===== config.mk =====
export PLATFORM = sky130hd
export DESIGN_NAME = arr_readout_core
export DESIGN_NICKNAME = d
export VERILOG_FILES = /design/src/arr_pkg.sv /design/src/arr_crc8_step.sv /design/src/arr_pair_buffer.sv /design/src/arr_readout_core.sv
export SDC_FILE = /design/constraint.sdc
export NUM_CORES = 1
export LEC_CHECK = 0
export BUFFER_PORTS_ARGS = -buffer_cell sky130_fd_sc_hd__buf_2
export CORE_ASPECT_RATIO = 1.2
export CORE_MARGIN = 2
export CORE_UTILIZATION = 60
export DETAILED_ROUTE_END_ITERATION = 12
export PLACE_DENSITY_LB_ADDON = 0.05
export SLEW_MARGIN = 0
export SYNTH_ARGS = -nofsm -noshare
export SYNTH_HDL_FRONTEND = slang
export SYNTH_HIERARCHICAL = 1
export SYNTH_SLANG_ARGS = --single-unit

===== constraint.sdc =====
create_clock -name sys_clk -period 12.4 [get_ports sys_clk]
set_clock_uncertainty 0.05 [all_clocks]
set_input_delay 0 -clock sys_clk [delete_from_list [all_inputs] [get_ports sys_clk]]
set_output_delay 0 -clock sys_clk [all_outputs]
set_load 0.02 [all_outputs]

===== src/arr_pkg.sv =====
package arr_pkg;

  // ==========================================================
  // Result format and timing
  localparam int RES_W = 24;
  localparam int LEAD_CYC = 16;
  localparam logic [4:0] LEAD_LOAD = 5'(LEAD_CYC - 1);
  localparam logic [23:0] RES_POS_FULL = 24'h7F_FFFF;
  localparam logic [23:0] RES_NEG_FULL = 24'h80_0000;
  localparam logic [23:0] RES_RESET = 24'h00_0000;

  // ==========================================================
  // Serial framing
  localparam logic [7:0] CRC_POLY = 8'h07;
  localparam logic [7:0] CRC_INIT = 8'hFF;
  localparam logic [7:0] CMD_READ = 8'h12;
  localparam logic [7:0] IDLE_BYTE = 8'hFF;
  localparam logic [2:0] BIT_LAST = 3'h7;
  localparam logic [1:0] IDX_NOCRC_LAST = 2'h1;
  localparam logic [1:0] IDX_CRC_BYTE = 2'h2;
  localparam logic [1:0] IDX_CRC_LAST = 2'h3;
  localparam logic [2:0] RESP_LEN_STAT = 3'h4;
  localparam logic [2:0] RESP_LEN_DATA = 3'h3;

  // ==========================================================
  // Status byte layout
  localparam int STAT_NEW_BIT = 0;
  localparam int STAT_CRC_FAIL_FLAG_BIT = 6;

  // ==========================================================
  // State encodings
  typedef enum logic [3:0] {
    CV_STOP = 4'h1,
    CV_RUN = 4'h2,
    CV_LEAD = 4'h4,
    CV_READY = 4'h8
  } arr_conv_t;

  typedef enum logic [2:0] {
    PH_IDLE = 3'h1,
    PH_CMD = 3'h2,
    PH_RESP = 3'h4
  } arr_phase_t;

endpackage


===== src/arr_crc8_step.sv =====
`timescale 1ns/1ps
module arr_crc8_step
  import arr_pkg::*;
(
  input wire logic [7:0] crcIn,
  input wire logic [7:0] dataIn,
  output logic [7:0] crcOut
);

  // ==========================================================
  // One byte through the CRC-8 divider, most significant bit first
  always_comb begin
    logic [7:0] c;
    logic fb;
    c = crcIn;
    fb = 1'b0;
    for (int i = 7; i >= 0; i--) begin
      fb = c[7] ^ dataIn[i];
      c = {c[6:0], 1'b0} ^ (fb ? CRC_POLY : 8'h00);
    end
    crcOut = c;
  end

endmodule // arr_crc8_step


===== src/arr_pair_buffer.sv =====
`timescale 1ns/1ps
module arr_pair_buffer
  import arr_pkg::*;
#(
  parameter int W = 26,
  parameter int DEPTH = 2
) (
  input wire logic sys_clk,
  input wire logic rst,
  input wire logic inValid,
  output logic inReady,
  input wire logic [W-1:0] inData,
  output logic outValid,
  input wire logic outReady,
  output logic [W-1:0] outData
);

  localparam int AW = (DEPTH > 1) ? $clog2(DEPTH) : 1;
  localparam logic [AW:0] FULL_CNT = (AW + 1)'(DEPTH);
  localparam logic [AW-1:0] LAST_IDX = AW'(DEPTH - 1);

  typedef struct packed {
    logic [DEPTH-1:0][W-1:0] mem;
    logic [AW-1:0] wp;
    logic [AW-1:0] rp;
    logic [AW:0] cnt;
    logic rdy;
  } arr_buf_state_t;

  arr_buf_state_t st_reg;
  arr_buf_state_t st_next;
  logic push;
  logic pop;

  // Ready is registered so the source sees a clean flop output
  assign inReady = st_reg.rdy;
  assign outValid = (st_reg.cnt != '0);
  assign outData = st_reg.mem[st_reg.rp];

  // ==========================================================
  // Pointer and count update
  always_comb begin
    st_next = st_reg;
    push = inValid & st_reg.rdy;
    pop = outReady & (st_reg.cnt != '0);
    if (push) begin
      st_next.mem[st_reg.wp] = inData;
      st_next.wp = (st_reg.wp == LAST_IDX) ? '0 : st_reg.wp + 1'b1;
    end
    if (pop) begin
      st_next.rp = (st_reg.rp == LAST_IDX) ? '0 : st_reg.rp + 1'b1;
    end
    if (push && !pop) begin
      st_next.cnt = st_reg.cnt + 1'b1;
    end else if (pop && !push) begin
      st_next.cnt = st_reg.cnt - 1'b1;
    end
    st_next.rdy = (st_next.cnt != FULL_CNT);
  end

  always_ff @(posedge sys_clk or posedge rst) begin
    if (rst) begin
      st_reg <= '0;
      st_reg.rdy <= 1'b1;
    end else begin
      st_reg <= st_next;
    end
  end

endmodule // arr_pair_buffer


===== src/arr_readout_core.sv =====
// Notes on behaviour
// - Continuous: ready high at start, low on result
// - Continuous: ready returns high after result read
// - Unread result: ready pulses high 16 cycles early
// - Late read gets old data: hold ready edge
// - Late read gets new data: normal edge
// - Pulse mode: ready low until next start
// - New-data bit set when fresh, else cleared
// - Response: status, three data bytes, CRC
// - Status byte only when prefix enable set
// - 24-bit two's complement, sign bit first
// - Zero maps to zero, standard signed coding
// - Overdrive saturates at full-scale codes
// - CRC only when check enable set
// - On CRC match execute, send CRC fourth
// - Reads append CRC over returned payload
// - On mismatch skip, send inverted CRC
// - Mismatch sets fail flag, ready after byte four
// - CRC-8 poly 0x107, preset all ones
// - CRC mode echoes command bytes one, two
// - Mode 1: change on rise, sample fall
// - Pin mirrors ready idle, released when deselected
// - Execute after byte two, or four with CRC
`timescale 1ns/1ps
module arr_readout_core
  import arr_pkg::*;
#(
  parameter int RAW_W = 26,
  parameter int BUF_DEPTH = 2
) (
  input wire logic sys_clk,
  input wire logic rst,
  input wire logic csPinN,
  input wire logic sclkPin,
  input wire logic dinPin,
  output logic serialOutReadyPinO,
  output logic serialOutReadyPinOe,
  input wire logic pulseMode,
  input wire logic statusPrefixEnable,
  input wire logic crcCheckEnable,
  input wire logic convStart,
  input wire logic sampleValid,
  output logic sampleReady,
  input wire logic [RAW_W-1:0] sampleData,
  output logic resultReadyN,
  output logic newDataFlag,
  output logic crcFailFlag,
  input wire logic crcFailClear,
  output logic cmdStrobe,
  output logic [7:0] cmdOpcode,
  output logic [7:0] cmdArg
);

  typedef struct packed {
    logic csS1;
    logic csS2;
    logic sckS1;
    logic sckS2;
    logic sckS3;
    logic dinS1;
    logic dinS2;
    arr_phase_t phase;
    logic [2:0] bitCnt;
    logic [1:0] byteIdx;
    logic [7:0] rxShift;
    logic [7:0] cmdB1;
    logic [7:0] cmdB2;
    logic [7:0] crcRx;
    logic crcOk;
    logic [7:0] txShift;
    logic txBit;
    logic pinO;
    logic pinOe;
    logic [31:0] respData;
    logic [2:0] respLeft;
    logic [7:0] respCrc;
    logic respWithCrc;
    logic respCrcSent;
    arr_conv_t cv;
    logic [4:0] leadCnt;
    logic [RES_W-1:0] nextRes;
    logic [RES_W-1:0] heldRes;
    logic readyN;
    logic newData;
    logic crcFail;
    logic readLock;
    logic cmdStrobe;
    logic [7:0] cmdOpcode;
    logic [7:0] cmdArg;
  } arr_core_state_t;

  arr_core_state_t st_reg;
  arr_core_state_t st_next;

  logic bufValid;
  logic [RAW_W-1:0] bufData;
  logic popNow;
  logic [7:0] cmdCrcIn;
  logic [7:0] cmdCrcOut;
  logic [7:0] respCrcOut;
  logic [7:0] rxByte;
  logic [RAW_W-RES_W:0] rawHigh;
  logic [RES_W-1:0] satRes;
  logic [7:0] crcOutByte;
  logic sckRise;
  logic sckFall;
  logic readDone;
  logic execNow;
  logic execRead;
  logic crcMismatch;
  logic lockNow;
  logic inLead;

  // ==========================================================
  // Sample path: stalls the filter while a result waits to publish
  arr_pair_buffer #(
    .W(RAW_W),
    .DEPTH(BUF_DEPTH)
  ) u_buf (
    .sys_clk(sys_clk),
    .rst(rst),
    .inValid(sampleValid),
    .inReady(sampleReady),
    .inData(sampleData),
    .outValid(bufValid),
    .outReady(popNow),
    .outData(bufData)
  );

  // Command CRC runs per received byte, response CRC per sent byte
  arr_crc8_step u_cmd_crc (
    .crcIn(cmdCrcIn),
    .dataIn(rxByte),
    .crcOut(cmdCrcOut)
  );

  arr_crc8_step u_resp_crc (
    .crcIn(st_reg.respCrc),
    .dataIn(st_reg.respData[31:24]),
    .crcOut(respCrcOut)
  );

  // ==========================================================
  // Saturation: a wrap would turn overdrive into the wrong sign
  assign rawHigh = bufData[RAW_W-1:RES_W-1];
  always_comb begin
    if ((&rawHigh) || !(|rawHigh)) begin
      satRes = bufData[RES_W-1:0];
    end else if (bufData[RAW_W-1]) begin
      satRes = RES_NEG_FULL;
    end else begin
      satRes = RES_POS_FULL;
    end
  end

  assign rxByte = {st_reg.rxShift[6:0], st_reg.dinS2};
  assign cmdCrcIn = (st_reg.byteIdx == 2'h0) ? CRC_INIT : st_reg.crcRx;
  assign crcOutByte = st_reg.crcOk ? st_reg.crcRx : ~st_reg.crcRx;
  assign sckRise = st_reg.sckS2 & ~st_reg.sckS3;
  assign sckFall = ~st_reg.sckS2 & st_reg.sckS3;
  assign inLead = (st_reg.cv == CV_LEAD);

  // ==========================================================
  // Next-state logic: serial frame, then conversion and ready
  always_comb begin
    logic [7:0] byteOut;
    logic [7:0] stat;
    logic bitOut;
    st_next = st_reg;
    byteOut = IDLE_BYTE;
    stat = 8'h00;
    bitOut = st_reg.txBit;
    popNow = 1'b0;
    readDone = 1'b0;
    execNow = 1'b0;
    execRead = 1'b0;
    crcMismatch = 1'b0;
    st_next.csS1 = csPinN;
    st_next.csS2 = st_reg.csS1;
    st_next.sckS1 = sclkPin;
    st_next.sckS2 = st_reg.sckS1;
    st_next.sckS3 = st_reg.sckS2;
    st_next.dinS1 = dinPin;
    st_next.dinS2 = st_reg.dinS1;
    st_next.cmdStrobe = 1'b0;
    stat[STAT_NEW_BIT] = st_reg.newData;
    stat[STAT_CRC_FAIL_FLAG_BIT] = st_reg.crcFail;
    if (crcFailClear) begin
      st_next.crcFail = 1'b0;
    end

    if (st_reg.csS2) begin
      // Deselect aborts the frame; an open response counts as read
      readDone = (st_reg.phase == PH_RESP);
      st_next.phase = PH_IDLE;
      st_next.bitCnt = 3'h0;
      st_next.byteIdx = 2'h0;
    end else begin
      // Output changes on the rising edge only
      if (sckRise) begin
        if (st_reg.bitCnt == 3'h0) begin
          unique case (st_reg.phase)
            PH_IDLE: begin
              st_next.phase = PH_CMD;
              byteOut = IDLE_BYTE;
            end
            PH_CMD: begin
              if (st_reg.byteIdx == 2'h1) begin
                byteOut = st_reg.cmdB1;
              end else if (st_reg.byteIdx == IDX_CRC_BYTE) begin
                byteOut = st_reg.cmdB2;
              end else if (st_reg.byteIdx == IDX_CRC_LAST) begin
                byteOut = crcOutByte;
              end else begin
                byteOut = IDLE_BYTE;
              end
            end
            PH_RESP: begin
              if (st_reg.respLeft != 3'h0) begin
                byteOut = st_reg.respData[31:24];
                st_next.respData = {st_reg.respData[23:0], 8'h00};
                st_next.respLeft = st_reg.respLeft - 3'h1;
                st_next.respCrc = respCrcOut;
              end else begin
                byteOut = st_reg.respCrc;
                st_next.respCrcSent = 1'b1;
              end
            end
          endcase
          bitOut = byteOut[7];
          st_next.txShift = {byteOut[6:0], 1'b0};
        end else begin
          bitOut = st_reg.txShift[7];
          st_next.txShift = {st_reg.txShift[6:0], 1'b0};
        end
        st_next.txBit = bitOut;
      end

      // Input is taken on the falling edge
      if (sckFall && st_reg.phase != PH_IDLE) begin
        st_next.rxShift = rxByte;
        st_next.bitCnt = st_reg.bitCnt + 3'h1;
        if (st_reg.bitCnt == BIT_LAST && st_reg.phase == PH_CMD) begin
          st_next.byteIdx = st_reg.byteIdx + 2'h1;
          unique case (st_reg.byteIdx)
            2'h0: begin
              st_next.cmdB1 = rxByte;
              st_next.crcRx = cmdCrcOut;
            end
            IDX_NOCRC_LAST: begin
              st_next.cmdB2 = rxByte;
              st_next.crcRx = cmdCrcOut;
              execNow = !crcCheckEnable;
            end
            IDX_CRC_BYTE: begin
              st_next.crcOk = (rxByte == st_reg.crcRx);
            end
            IDX_CRC_LAST: begin
              execNow = st_reg.crcOk;
              crcMismatch = !st_reg.crcOk;
              st_next.phase = PH_IDLE;
              st_next.byteIdx = 2'h0;
            end
          endcase
        end else if (st_reg.bitCnt == BIT_LAST) begin
          // Response ends after the last payload or its CRC
          if (st_reg.respLeft == 3'h0 &&
              (!st_reg.respWithCrc || st_reg.respCrcSent)) begin
            readDone = 1'b1;
            st_next.phase = PH_IDLE;
            st_next.byteIdx = 2'h0;
          end
        end
      end
    end

    if (crcMismatch) begin
      st_next.crcFail = 1'b1;
    end

    // Command execution; the read snapshots the held result
    if (execNow) begin
      st_next.cmdStrobe = 1'b1;
      st_next.cmdOpcode = st_reg.cmdB1;
      st_next.cmdArg = crcCheckEnable ? st_reg.cmdB2 : rxByte;
      st_next.phase = PH_IDLE;
      st_next.byteIdx = 2'h0;
      if (st_reg.cmdB1 == CMD_READ) begin
        execRead = 1'b1;
        st_next.phase = PH_RESP;
        st_next.readLock = 1'b1;
        st_next.respCrc = CRC_INIT;
        st_next.respWithCrc = crcCheckEnable;
        st_next.respCrcSent = 1'b0;
        if (statusPrefixEnable) begin
          st_next.respData = {stat, st_reg.heldRes};
          st_next.respLeft = RESP_LEN_STAT;
        end else begin
          st_next.respData = {st_reg.heldRes, 8'h00};
          st_next.respLeft = RESP_LEN_DATA;
        end
      end
    end

    // A read in flight pins the old result in place
    lockNow = st_reg.readLock | execRead;
    if (readDone) begin
      st_next.readLock = 1'b0;
      st_next.newData = 1'b0;
      if (!pulseMode && st_reg.cv == CV_READY) begin
        st_next.readyN = 1'b1;
      end
    end

    // ==========================================================
    // Conversion sequencing and the ready output
    if (convStart) begin
      st_next.cv = CV_RUN;
      st_next.readyN = 1'b1;
    end else begin
      unique case (st_reg.cv)
        CV_STOP: begin
        end
        CV_RUN: begin
          if (bufValid) begin
            popNow = 1'b1;
            st_next.nextRes = satRes;
            st_next.leadCnt = LEAD_LOAD;
            st_next.cv = CV_LEAD;
          end
        end
        CV_LEAD: begin
          if (st_reg.leadCnt != 5'h00) begin
            st_next.leadCnt = st_reg.leadCnt - 5'h01;
          end else if (!lockNow) begin
            st_next.heldRes = st_reg.nextRes;
            st_next.newData = 1'b1;
            st_next.readyN = 1'b0;
            st_next.cv = CV_READY;
          end
        end
        CV_READY: begin
          // Pulse mode holds until a new start; continuous moves on
          if (!pulseMode && bufValid) begin
            popNow = 1'b1;
            st_next.nextRes = satRes;
            st_next.leadCnt = LEAD_LOAD;
            st_next.readyN = 1'b1;
            st_next.cv = CV_LEAD;
          end
        end
      endcase
    end

    // Pin: released when deselected, data in a frame, else ready
    if (st_reg.csS2) begin
      st_next.pinO = 1'b1;
      st_next.pinOe = 1'b1;
    end else if (st_next.phase != PH_IDLE) begin
      st_next.pinO = st_next.txBit;
      st_next.pinOe = 1'b0;
    end else begin
      st_next.pinO = st_reg.readyN;
      st_next.pinOe = 1'b0;
    end
  end

  always_ff @(posedge sys_clk or posedge rst) begin
    if (rst) begin
      st_reg <= '0;
      st_reg.csS1 <= 1'b1;
      st_reg.csS2 <= 1'b1;
      st_reg.phase <= PH_IDLE;
      st_reg.cv <= CV_STOP;
      st_reg.readyN <= 1'b1;
      st_reg.pinO <= 1'b1;
      st_reg.pinOe <= 1'b1;
      st_reg.respCrc <= CRC_INIT;
      st_reg.heldRes <= RES_RESET;
    end else begin
      st_reg <= st_next;
    end
  end

  assign serialOutReadyPinO = st_reg.pinO;
  assign serialOutReadyPinOe = st_reg.pinOe;
  assign resultReadyN = st_reg.readyN;
  assign newDataFlag = st_reg.newData;
  assign crcFailFlag = st_reg.crcFail;
  assign cmdStrobe = st_reg.cmdStrobe;
  assign cmdOpcode = st_reg.cmdOpcode;
  assign cmdArg = st_reg.cmdArg;
endmodule // arr_readout_core


==> impl_metrics.py <==
metrics = {
    "critical_path": {
        "critical_path_class": "reg2reg",
        "cp.arrival_ps": 3550,
        "crit_fanout": 36,
        "r2r_slack_ps": 9180,
        "cp-end-kind": "flop",
        "cp-start-kind": "flop",
        "r2r-end": "st_reg[93]$_DFF_PP0_",
        "cp_data_required_time_ps": 12730,
        "rr_startpoint": "st_reg[174]$_DFF_PP0_",
        "reg2reg_depth": 4,
    },
    "pwr": {
        "powerDensity_nw_per_um2": 180.7,
        "switching_power_uw": 674.0,
        "p_leak_uw": 0.005957,
        "comb_power_share_pct": 24.7,
        "clock_power_share_pct": 32.2,
        "internal_power_uw": 1684,
        "swShare_pct": 28.58,
        "p_seq_share_pct": 43.2,
        "peakVddDrop_mv": 0.1959,
    },
    "place": {
        "portBuffers": 59,
        "dpl_cell_area_um2": 11850,
        "dp_hpwl_um": 14880,
        "gp_congestion": 0.8990,
    },
    "floorplanning": {
        "die_h_um": 156.5,
        "die_area_um2": 20500,
        "ios": 60,
        "design.core.area_um2": 18920,
        "dieWidth_um": 131.1,
        "start_util_pct": 61.41,
        "fp-row-count": 55,
    },
    "grt": {
        "top_usage_layer": "met2",
        "grt_max_degree": 65,
        "grt_pass1_wl_um": 37250,
        "globalRouteOverflowTotal": 0,
        "met3_usage_pct": 2.940,
        "grt_pass1_vias": 7370,
        "grt.total_usage_pct": 22.69,
        "antenna_found_initial": 0,
        "met2_usage_pct": 37.97,
        "met1_usage_pct": 30.43,
    },
    "drt": {
        "wl_per_cell_um": 16.92,
        "via_per_inst": 5.561,
        "drt-initial-drc-count": 392,
        "vias": 7291,
        "drc": 0,
        "drtPass1Iterations": 4,
        "wl_um": 22190,
        "final_antenna_net_count": 0,
    },
    "cells_and_area": {
        "final_area_um2": 13050,
        "syn2layout_area_growth_pct": 12.29,
        "n_antenna_cell": 0,
        "fin_nets": 1085,
        "drive_gt1_share_pct": 24.93,
        "largest_reg_flops": 146,
    },
    "cts": {
        "cts-resized-gates": 0,
        "cts.path.max_buffers": 3,
        "clk_latency_ps": 520,
        "cts-root-buf": "clkbuf_16",
        "clk_pin_slew_ps": 60,
        "htree_num_levels": 1,
        "cts_sinks": 237,
        "cts_tree": "built",
        "cts_buffers": 25,
    },
    "logic_synthesis": {
        "synth.cell_area_um2": 11620,
        "yosysWarnings": 6,
        "yosysSeqAreaShare_pct": 51.20,
        "synth_edf_count": 0,
        "synth_top_area_share_pct": 47.58,
        "synth.most_common_cell": "dfrtp_1",
        "syn_inst": 980,
        "ys_seq_elements": 237,
        "synth_area_leaders": "dfrtp_1, mux2_2, mux2i_1, a21oi_1, mux2_1",
        "ys_types": 69,
        "yosysTopAreaCell": "dfrtp_1",
        "synth-async-reset-ratio_pct": 100.0,
        "yosys-top-cells-count": "dfrtp_1, a21oi_1, mux2_2",
        "ys.flop_type": "dfrtp_1",
        "syn_nets": 1028,
        "avgSynthCellArea_um2": 11.86,
    },
    "timing": {
        "maxSlewViolCount": 0,
        "final.period_utilization_pct": 25.97,
        "max_slew.worst_pin.slew_ps": 1032,
        "tns_ps": 0,
        "fmax_mhz": 310.6,
        "slew_headroom_pct": 31.20,
        "min_period_ps": 3220,
        "hold_violations": 0,
        "rsz0062_at_grt": "no",
        "setup_viol": 0,
    },
    "status": {
        "status": "finished, final reports clean",
    },
    "min_path": {
        "hp-class": "in2async",
    },
    "job": {
        "cap_violations": 0,
    },
}
placed cells by master, fill, tap and decap left out, types with 25 or more instances in the layout:
cell / instances
mux2_2: 84
nor2_1: 54
buf_2: 59
mux2_1: 39
mux2i_1: 49
xnor2_1: 45
a21oi_1: 91
nand2_1: 44
dfrtp_1: 221
nor2b_1: 29
dlygate4sd3_1: 35
clkbuf_16: 25
o21ai_0: 27
per-layer routing:
layer | part of all wire, % | wire length [µm] | vias to the layer above
met5 | 0 | 0 | -
met4 | 3.2 | 699 | 0
met3 | 3.0 | 659 | 43
met2 | 49 | 10900 | 109
li1 | - | - | 3558
met1 | 45 | 9930 | 3581
timing repair:
action                                  4_1_cts  5_1_grt
hold buffers                                 35        0
hold endpoints to repair                    192        0
endpoints found under the setup margin        0        0
buffers inserted                              0        0
per-stage QoR:
step | std cells | setup slack [ps] | hold WS [ps] | utilization (%) | total power [µW]
2_1_floorplan | 980 | 7488 | -45.52 | - | 1493
3_3_place_gp | 1231 | 9254 | 54.97 | 62.61 | 1588
3_5_place_dp | 1231 | 9190 | 47.43 | 62.61 | 1600
4_1_cts | 1311 | 9155 | 33.66 | 68.97 | 2383
5_1_grt | 1311 | 8987 | 58.22 | 68.97 | 2502
6_report | 1311 | 9180 | 23.05 | 68.97 | 2358
worst max-delay path: stages, from the launching register on:
cell,delay [ps]
dfrtp_1,520
or3b_1,550
or4_2,1210
and2_0,530
o2bb2ai_1,200
area by class of cell:
class                           instances  area [µm²]
Inverter                               26       102.6
Sequential cell                       237        5951
Timing Repair Buffer                  102       705.7
Clock buffer                           39       768.2
Multi-Input combinational cell        645        5120
Fill cell                            1425        5873
Tap cell                              256       320.3
Clock inverter                          6       83.83
kinds of logic (layout without fill, tap and decap cells):
logic type | Yosys count | count (layout) | synth area share [%]
DFF | 237 | 237 | 51.20
muxes | 192 | 192 | 18.72
and+or+nand+nor | 192 | 192 | 9.269
AOI/OAI and AO/OA | 184 | 184 | 9.797
buffers and inverters | 98 | 173 | 4.844
xor gates and xnor gates | 65 | 65 | 4.898
adders and majority gates | 12 | 12 | 1.270
power by group through the flow:
stage	logic (µW)	registers, µW	clock network (µW)
2_1_floorplan	493	1000	0
6_report	581	1020	759
4_1_cts	587	1020	778
3_5_place_dp	571	1030	0
5_1_grt	651	1040	812
3_3_place_gp	563	1020	0
worst max path at each step:
stage,start,to,slack [ps],depth (start not counted)
final,st_reg[174]$_DFF_PP0_,st_reg[93]$_DFF_PP0_,9180,4
after global routing,st_reg[88]$_DFF_PP0_,st_reg[92]$_DFF_PP0_,8990,6
after CTS,st_reg[88]$_DFF_PP0_,st_reg[97]$_DFF_PP0_,9150,6
after detailed placement,st_reg[88]$_DFF_PP0_,st_reg[94]$_DFF_PP0_,9190,6
after global placement,st_reg[174]$_DFF_PP0_,st_reg[94]$_DFF_PP0_,9250,4
after floorplan,rst,cmdArg[0]$_DFFE_PP0N_,7490,1
Power figures use the tool's default switching activity.
